<file path="config.mk">
export PLATFORM = sky130hd
export DESIGN_NAME = adc_conversion_host_interface
export DESIGN_NICKNAME = d
export VERILOG_FILES = /design/src/include/adc_host_pkg.sv /design/src/adc_conversion_host_interface.sv /design/src/result_fifo.sv
export SDC_FILE = /design/constraint.sdc
export NUM_CORES = 1
export LEC_CHECK = 0
export ABC_AREA = 0
export BUFFER_PORTS_ARGS = -buffer_cell sky130_fd_sc_hd__buf_2
export CAP_MARGIN = 20
export CORE_ASPECT_RATIO = 1.5
export CORE_UTILIZATION = 50
export CTS_CLUSTER_DIAMETER = 200
export DETAILED_ROUTE_END_ITERATION = 12
export PLACE_DENSITY = 0.78
export SLEW_MARGIN = 15
export SYNTH_ARGS = -nofsm -noshare
export SYNTH_HDL_FRONTEND = slang
export SYNTH_HIERARCHICAL = 1
export SYNTH_SLANG_ARGS = --single-unit
</file>
<file path="constraint.sdc">
create_clock -name clk -period 9.4 [get_ports clk]
set_input_delay 1.88 -clock clk [delete_from_list [all_inputs] [get_ports clk]]
set_output_delay 1.88 -clock clk [all_outputs]
set_load 0.1 [all_outputs]
</file>
<file path="src/include/adc_host_pkg.sv">
`default_nettype none
package adc_host_pkg;
    localparam int RESULT_W = 16;
    localparam int BYTE_W = 8;
    // Conversion timing in ns, converted to 125 MHz cycles
    localparam int CLK_PERIOD_NS = 8;
    localparam int CONV_TIME_NS = 200;
    localparam int CONV_CYCLES = (CONV_TIME_NS + CLK_PERIOD_NS - 1) / CLK_PERIOD_NS;
    localparam int INIT_TIME_NS = 96;
    localparam int INIT_CYCLES = (INIT_TIME_NS + CLK_PERIOD_NS - 1) / CLK_PERIOD_NS;
    localparam int CNT_W = 8;
    localparam int SER_CNT_W = 5;
    localparam int FIFO_DEPTH = 16;
    localparam logic [RESULT_W-1:0] DATA_RESET = 16'h0000;
    localparam logic [RESULT_W-1:0] SIGN_MASK = 16'h8000;
    typedef enum logic [1:0] {
        ST_IDLE = 2'b00,
        ST_CONV = 2'b01,
        ST_INIT = 2'b10
    } conv_state_t;
    typedef enum logic [1:0] {
        REF_INTERNAL = 2'b00,
        REF_EXT_BUFFERED = 2'b01,
        REF_EXT_DIRECT = 2'b11
    } ref_mode_t;
endpackage
`default_nettype wire

</file>
<file path="src/adc_conversion_host_interface.sv">
`timescale 1ns/100ps
`default_nettype none
module adc_conversion_host_interface
    import adc_host_pkg::*;
#(
    parameter int DEPTH = adc_host_pkg::FIFO_DEPTH
) (
    // Clock and reset
    input wire logic clk,
    input wire logic reset,
    // Conversion control
    input wire logic convert_start_n,
    input wire logic adc_reset,
    input wire logic full_powerdown,
    input wire logic low_power_mode,
    output logic busy,
    output logic core_powered,
    // Reference configuration
    input wire logic ref_powerdown,
    input wire logic refbuf_powerdown,
    output logic ref_enable,
    output logic refbuf_enable,
    output adc_host_pkg::ref_mode_t ref_mode,
    // Sampled converter result
    input wire logic [adc_host_pkg::RESULT_W-1:0] sar_result,
    // Host interface
    input wire logic cs_n,
    input wire logic rd_n,
    input wire logic serial_parallel_select,
    input wire logic output_coding_select,
    input wire logic byte_order_select,
    input wire logic serial_clk,
    output logic [adc_host_pkg::RESULT_W-1:0] data_out,
    output logic [adc_host_pkg::RESULT_W-1:0] data_oe,
    output logic serial_data_out,
    output logic serial_data_oe
);
    import adc_host_pkg::*;

    // ------------------------------------------------------------
    // Reference control
    // ------------------------------------------------------------
    // Both powered down: reference must come from outside
    wire ref_on = !ref_powerdown;
    wire buf_on = !refbuf_powerdown;
    ref_mode_t ref_mode_next;
    assign ref_mode_next = !ref_powerdown ? REF_INTERNAL :
        (refbuf_powerdown ? REF_EXT_DIRECT : REF_EXT_BUFFERED);

    always_ff @(posedge clk)
    begin
        if (reset)
        begin
            ref_enable <= 1'b0;
            refbuf_enable <= 1'b0;
            ref_mode <= REF_INTERNAL;
        end
        else
        begin
            ref_enable <= ref_on;
            refbuf_enable <= buf_on;
            ref_mode <= ref_mode_next;
        end
    end

    // ------------------------------------------------------------
    // Conversion sequencer
    // ------------------------------------------------------------
    conv_state_t state_reg;
    conv_state_t state_next;
    logic [CNT_W-1:0] cnt_reg;
    logic [CNT_W-1:0] cnt_next;
    logic cnv_prev_reg;
    logic arst_prev_reg;
    logic [RESULT_W-1:0] result_reg;
    // Edges of the sampled control pins
    wire cnv_fall = cnv_prev_reg && !convert_start_n;
    wire arst_fall = !adc_reset && arst_prev_reg;
    wire conv_done = (state_reg == ST_CONV) && (cnt_reg == '0);
    wire fifo_in_ready;
    wire fifo_out_valid;
    wire [RESULT_W-1:0] fifo_out_data;

    // Coding conversion of the raw two's complement result
    function automatic logic [RESULT_W-1:0] code(input logic [RESULT_W-1:0] raw,
                                                 input logic straight);
        code = straight ? (raw ^ SIGN_MASK) : raw;
    endfunction

    // Converting or initialising
    function automatic logic is_active(input conv_state_t st);
        is_active = (st != ST_IDLE);
    endfunction

    always_comb
    begin
        state_next = state_reg;
        cnt_next = cnt_reg;
        if (adc_reset)
        begin
            state_next = ST_IDLE;
            cnt_next = '0;
        end
        else if (arst_fall)
        begin
            state_next = ST_INIT;
            cnt_next = CNT_W'(INIT_CYCLES - 1);
        end
        else
        begin
            unique case (state_reg)
                ST_IDLE:
                begin
                    if (cnv_fall)
                    begin
                        state_next = ST_CONV;
                        cnt_next = CNT_W'(CONV_CYCLES - 1);
                    end
                end
                ST_CONV:
                begin
                    if (cnt_reg == '0)
                    begin
                        state_next = ST_IDLE;
                    end
                    else
                    begin
                        cnt_next = cnt_reg - CNT_W'(1);
                    end
                end
                ST_INIT:
                begin
                    if (cnt_reg == '0)
                    begin
                        state_next = ST_IDLE;
                    end
                    else
                    begin
                        cnt_next = cnt_reg - CNT_W'(1);
                    end
                end
                default:
                begin
                    state_next = ST_IDLE;
                end
            endcase
        end
    end

    always_ff @(posedge clk)
    begin
        if (reset)
        begin
            state_reg <= ST_IDLE;
            cnt_reg <= '0;
        end
        else
        begin
            state_reg <= state_next;
            cnt_reg <= cnt_next;
        end
    end

    // Start pin history idles high, so leaving reset makes no false edge
    always_ff @(posedge clk)
    begin
        if (reset)
        begin
            cnv_prev_reg <= 1'b1;
            arst_prev_reg <= 1'b0;
        end
        else
        begin
            cnv_prev_reg <= convert_start_n;
            arst_prev_reg <= adc_reset;
        end
    end

    // Busy is high in conversion and initialisation
    always_ff @(posedge clk)
    begin
        if (reset)
        begin
            busy <= 1'b0;
        end
        else
        begin
            busy <= is_active(state_next);
        end
    end

    // ------------------------------------------------------------
    // Core power control
    // ------------------------------------------------------------
    // Power-down waits for the idle state, so it cannot cut a conversion
    wire sleep_request = low_power_mode || full_powerdown;
    wire core_awake_next = is_active(state_next) || !sleep_request;

    always_ff @(posedge clk)
    begin
        if (reset)
        begin
            core_powered <= 1'b1;
        end
        else
        begin
            core_powered <= core_awake_next;
        end
    end

    // ------------------------------------------------------------
    // Result buffering
    // ------------------------------------------------------------
    result_fifo #(
        .WIDTH(RESULT_W),
        .DEPTH(DEPTH)
    ) u_fifo (
        .clk(clk),
        .reset(reset || adc_reset),
        .in_valid(conv_done),
        .in_ready(fifo_in_ready),
        .in_data(sar_result),
        .out_valid(fifo_out_valid),
        .out_ready(1'b1),
        .out_data(fifo_out_data)
    );

    // Latest result, cleared by reset release
    always_ff @(posedge clk)
    begin
        if (reset)
        begin
            result_reg <= DATA_RESET;
        end
        else if (adc_reset || arst_fall)
        begin
            result_reg <= DATA_RESET;
        end
        else
        begin
            if (fifo_out_valid)
            begin
                result_reg <= fifo_out_data;
            end
        end
    end

    // ------------------------------------------------------------
    // Parallel and serial output
    // ------------------------------------------------------------
    localparam int LANES = RESULT_W / BYTE_W;
    wire [RESULT_W-1:0] coded = code(result_reg, output_coding_select);
    wire [RESULT_W-1:0] fresh_coded = code(fifo_out_data, output_coding_select);
    wire [RESULT_W-1:0] par_word;
    wire read_en = !cs_n && !rd_n && !adc_reset;
    wire par_drive = read_en && !serial_parallel_select;
    wire ser_drive = read_en && serial_parallel_select;

    // Byte lanes mirror end for end when the order select is high
    genvar lane;
    generate
        for (lane = 0; lane < LANES; lane = lane + 1)
        begin : g_lane
            assign par_word[lane*BYTE_W +: BYTE_W] = byte_order_select ?
                coded[(LANES-1-lane)*BYTE_W +: BYTE_W] : coded[lane*BYTE_W +: BYTE_W];
        end
    endgenerate

    logic sclk_prev_reg;
    logic [SER_CNT_W-1:0] bit_cnt_reg;
    logic [RESULT_W-1:0] shift_reg;
    wire sclk_fall = !serial_clk && sclk_prev_reg;
    wire shift_done = (bit_cnt_reg == SER_CNT_W'(RESULT_W));
    // Reload while no serial read runs, and on each new result
    wire ser_load = !ser_drive || fifo_out_valid;
    wire ser_shift = sclk_fall && !shift_done;
    wire [RESULT_W-1:0] load_word = fifo_out_valid ? fresh_coded : coded;

    // Bits shift only on the falling clock edge, after the rising one
    always_ff @(posedge clk)
    begin
        if (reset)
        begin
            sclk_prev_reg <= 1'b0;
            bit_cnt_reg <= '0;
            shift_reg <= DATA_RESET;
        end
        else
        begin
            sclk_prev_reg <= serial_clk;
            if (ser_load)
            begin
                shift_reg <= load_word;
                bit_cnt_reg <= '0;
            end
            else if (ser_shift)
            begin
                shift_reg <= {shift_reg[RESULT_W-2:0], 1'b0};
                bit_cnt_reg <= bit_cnt_reg + SER_CNT_W'(1);
            end
        end
    end

    // ------------------------------------------------------------
    // Pin registers
    // ------------------------------------------------------------
    always_ff @(posedge clk)
    begin
        if (reset)
        begin
            data_out <= DATA_RESET;
            data_oe <= '0;
            serial_data_out <= 1'b0;
            serial_data_oe <= 1'b0;
        end
        else
        begin
            data_out <= par_word;
            data_oe <= {RESULT_W{par_drive}};
            serial_data_out <= shift_reg[RESULT_W-1];
            serial_data_oe <= ser_drive;
        end
    end
endmodule // adc_conversion_host_interface
`default_nettype wire

</file>
<file path="src/result_fifo.sv">
`timescale 1ns/100ps
`default_nettype none
module result_fifo #(
    parameter int WIDTH = 16,
    parameter int DEPTH = 16
) (
    // Clock and reset
    input wire logic clk,
    input wire logic reset,
    // Fill side
    input wire logic in_valid,
    output logic in_ready,
    input wire logic [WIDTH-1:0] in_data,
    // Drain side
    output logic out_valid,
    input wire logic out_ready,
    output logic [WIDTH-1:0] out_data
);
    localparam int AW = $clog2(DEPTH);
    logic [WIDTH-1:0] mem [DEPTH];
    logic [AW-1:0] wr_ptr_reg;
    logic [AW-1:0] rd_ptr_reg;
    logic [AW:0] count_reg;
    wire push = in_valid && in_ready;
    wire pop = out_valid && out_ready;
    assign in_ready = (count_reg != (AW+1)'(DEPTH));
    assign out_valid = (count_reg != '0);
    assign out_data = mem[rd_ptr_reg];
    always_ff @(posedge clk)
    begin
        if (push)
        begin
            mem[wr_ptr_reg] <= in_data;
        end
    end
    always_ff @(posedge clk)
    begin
        if (reset)
        begin
            wr_ptr_reg <= '0;
            rd_ptr_reg <= '0;
            count_reg <= '0;
        end
        else
        begin
            if (push)
            begin
                wr_ptr_reg <= wr_ptr_reg + AW'(1);
            end
            if (pop)
            begin
                rd_ptr_reg <= rd_ptr_reg + AW'(1);
            end
            count_reg <= count_reg + (AW+1)'(push) - (AW+1)'(pop);
        end
    end
endmodule // result_fifo
`default_nettype wire

</file>
==> metrics.md <==
| Metric | Value |
|---|---|
| Outcome | `finished, final reports clean` |
| Largest net degree at the start of global routing | `65` |
| # placed instances | `~1200` |
| Yosys reg bits | `about 350` |
| Mux contribution to synthesized area | `roughly 14%` |
| Hold Crit Class | `flop to flop` |
| Die area | `0.02823 mm²` |
| Required time of the critical path | `7.52 ns` |
| Clk Latency, worst-skew pair | `roughly 0.56 ns` |
| Synth warn | `6` |
| R2R depth | `5` |
| Overall global routing resource usage | `20.18%` |
| Area delta synth->final | `11.92%` |
| Max reg flops | `between 200 and 300` |
| Finished Layout Cells | `approximately 1300` |
| Min-delay src | `shift_reg[15]` |
| Net Switching | `889.4 µW` |
| Slowest CP cell | `dfxtp_1` |
| Vias in the first global route | `7327` |
| CTS tree | `done` |
| GP Congestion | `between 0.8 and 0.9` |
| Async S/R FF share, synth | `0%` |
| Residual DRC | `0` |
| Biggest register | `u_fifo/mem` |
| Avg WL per Cell | `22.14 µm` |
| Cell Area, Synth | `between 0.01 and 0.015 mm²` |
| WP data arrival | `1.60 ns` |
| Leakage | `0.005239 µW` |
| CTS Hold Buffers Added | `0` |
| Main combinational cell family by area after synthesis | `multiplexers` |
| Worst setup path category | `flop to output pin` |
| First-iteration detailed-routing DRC count | `644` |
| Leading area contributor after synthesis | `edfxtp_1` |
| RSZ-0062 raised after global routing | `false` |
| Number of synthesized flops with an enable pin | `~260` |
| Cells along the critical path | `buf_2` |
| Switching share of power | `approximately a quarter` |
| Critical Path Sink Type | `output pin` |
| Final Setup Violations | `0` |
| Slack of the critical path | `a little under 6 ns` |
| Total Routed Length | `about 28 mm` |
| CP top delay family | `flip-flops` |
| Port Buffers | `between 60 and 70` |
| Syn Area/Cell | `between 15 and 20 µm²` |
| Post-Synth XOR/XNOR Area | `0.8265%` |
| Hold path cells | `1` |
| MaxCap Viol Count | `0` |
| Clk root buf | `clkbuf_16` |
| Final nets | `~950` |
| Post_cts resized | `0` |
| Worst slew margin | `roughly 23%` |
| Wire length of the first global-routing pass | `approximately 42 mm` |
| Max stage delay on crit path | `approximately 0.53 ns` |
| Clk pin slew, worst setup/hold paths | `approximately 0.070 ns` |
| Count leader, synth | `edfxtp_1` |
| Via count | `between 7000 and 8000` |
| Top post-synthesis cells by count | `edfxtp_1, dfxtp_1, nor2_1, mux4_2, mux2i_1` |
| Total grt overflow | `0` |
| Num CTS Buffers | `30` |
| Vias per cell | `around 5.9` |
| Rows | `74` |
| Fraction of layout cells with a size suffix above 1 | `a little over a fifth` |
| Clock sink total | `348` |
| Post-DP HPWL | `between 15 and 20 mm` |
| Router iterations before antenna repair | `5` |
| Die width | `approximately 140 µm` |
| Core ar. | `approximately 0.027 mm²` |
| Flop pwr share | `approximately half` |
| Area share of the leading cell type in the synthesized netlist | `approximately 56%` |
| Post-Synthesis Cells | `840` |
| Synth top area cells | `edfxtp_1, dfxtp_1, mux4_2` |
| Sequential element share of the synthesized area | `69.17%` |
| Dpl ws | `roughly 5.6 ns` |
| Setup tns final | `0 ns` |
| Clock power frac | `34.3%` |
| Worst Skew | `0.01712 ns` |
| Final Hold Fails | `0` |
| CTS H-tree lvls | `1` |
| Total I/O pin count | `70` |
| Number of routed nets with antenna violations | `0` |
| Total internal power | `2593 µW` |
| Crit path max fanout | `16` |
| Die height | `between 200 and 250 µm` |
| Initial antenna violation count | `1` |
| Max frequency | `between 200 and 300 MHz` |
| Startpoint Class | `flop` |
| Final worst-path cycle share | `a little under two fifths` |
| Post-Synth Simple-Gate Area | `6.285%` |
| Measured slew at the worst slew-check pin | `between 1 and 1.5 ns` |
| Fill count | `around 2000` |
| Crit Reg-Reg Endpoint | `u_fifo/mem[7][8]` |
| Hold EP | `serial_data_out` |
| Distinct cells, synth | `between 50 and 60` |
| Flop2flop setup slack | `just under 6 ns` |
| Final slew viol count | `0` |
| Compound-cell area share of the yosys netlist | `~4.7%` |
| Post-CTS Setup Inserts | `0` |
| Initial cell density of the core | `between 50% and 60%` |
| Synth Area in Adders | `approximately 1.7%` |
| Reg-to-reg startpoint | `cnt_reg[4]` |
| CP bufs+invs | `1` |
| Main flop type after synthesis | `edfxtp_1` |
| Comb power frac | `between 10% and 20%` |
| Peak supply drop | `a little under 0.2 mV` |
| Min Tclk post-route | `between 3 and 4 ns` |
| Power Dens Cells | `225.9 mW/mm²` |
| CTS Buffer Depth | `3` |
-- routing by layer --
layer	vias to the layer above	GRT usage [%]	wire length, µm
met5	-	0	0
met4	0	7.692	827
met2	311	35.48	14610
met1	3821	25.19	10980
li1	3346	-	-
met3	63	2.414	1693
-- placed cells by master, fill, tap and decap left out, types with 15 or more instances in the layout --
cell and instances:
nor2_1 55, a21oi_1 31, edfxtp_1 256, clkbuf_16 31, a22oi_1 32, ha_1 17, buf_2 69, dfxtp_1 90
mux4_2 54, mux2i_1 48, nand2_1 26, a21boi_0 15, inv_1 22
-- worst register-to-register path: stages, from the launching register on --
cell,delay (ns)
dfxtp_1,0.36
nor4_1,0.57
and3_1,0.34
nand2_1,0.33
nor3b_1,0.47
and2_1,0.97
-- area by class of cell --
type	count	area, µm²	area share, %
antenna	1	2.502	0.01623
clock buffer	38	802.0	5.202
clock inverter	18	148.9	0.9658
inverter	22	82.58	0.5356
multi-input combinational	413	3871	25.11
sequential	348	9534	61.84
tap	342	427.9	2.776
timing repair buffer	88	548.0	3.555
-- power by group through the flow --
stage,clock network (µW),registers [µW],logic [µW]
finish,1190,1750,535
global route,1270,1760,582
CTS,1210,1750,537
detailed placement,0,1790,534
global placement,0,1790,519
floorplan,0,1810,403
-- cell families (layout without fill, tap and decap cells) --
kind of cell | Yosys count | after routing
other cells | 1 | 5
compound gates | 96 | 96
mux | 112 | 112
fa+ha+maj | 18 | 18
xor+xnor | 13 | 13
buf+inv | 82 | 166
flops | 348 | 348
simple gates | 170 | 170
-- worst max path at each step --
stage	start	to	slack [ns]	depth (start not counted)
final	data_oe[0]	data_oe[11]	5.92	1
after global routing	data_oe[0]	data_oe[5]	5.75	1
after CTS	data_oe[0]	data_oe[11]	5.88	1
after detailed placement	reset	cnt_reg[3]	5.58	6
after global placement	reset	cnt_reg[3]	5.60	6
after floorplan	data_oe[0]	data_oe[10]	5.91	1
-- through the flow --
step,total power (µW),utilization (%),hold slack [ns],cell area [µm²]
after floorplan,2218,-,0.4374,13790
after global placement,2305,52.82,0.4533,14330
after detailed placement,2320,52.82,0.4500,14330
after CTS,3503,56.32,0.4660,15280
after global routing,3609,56.82,0.5023,15410
final,3482,56.83,0.4638,15420
No activity file was read; power rests on OpenSTA's default activity.
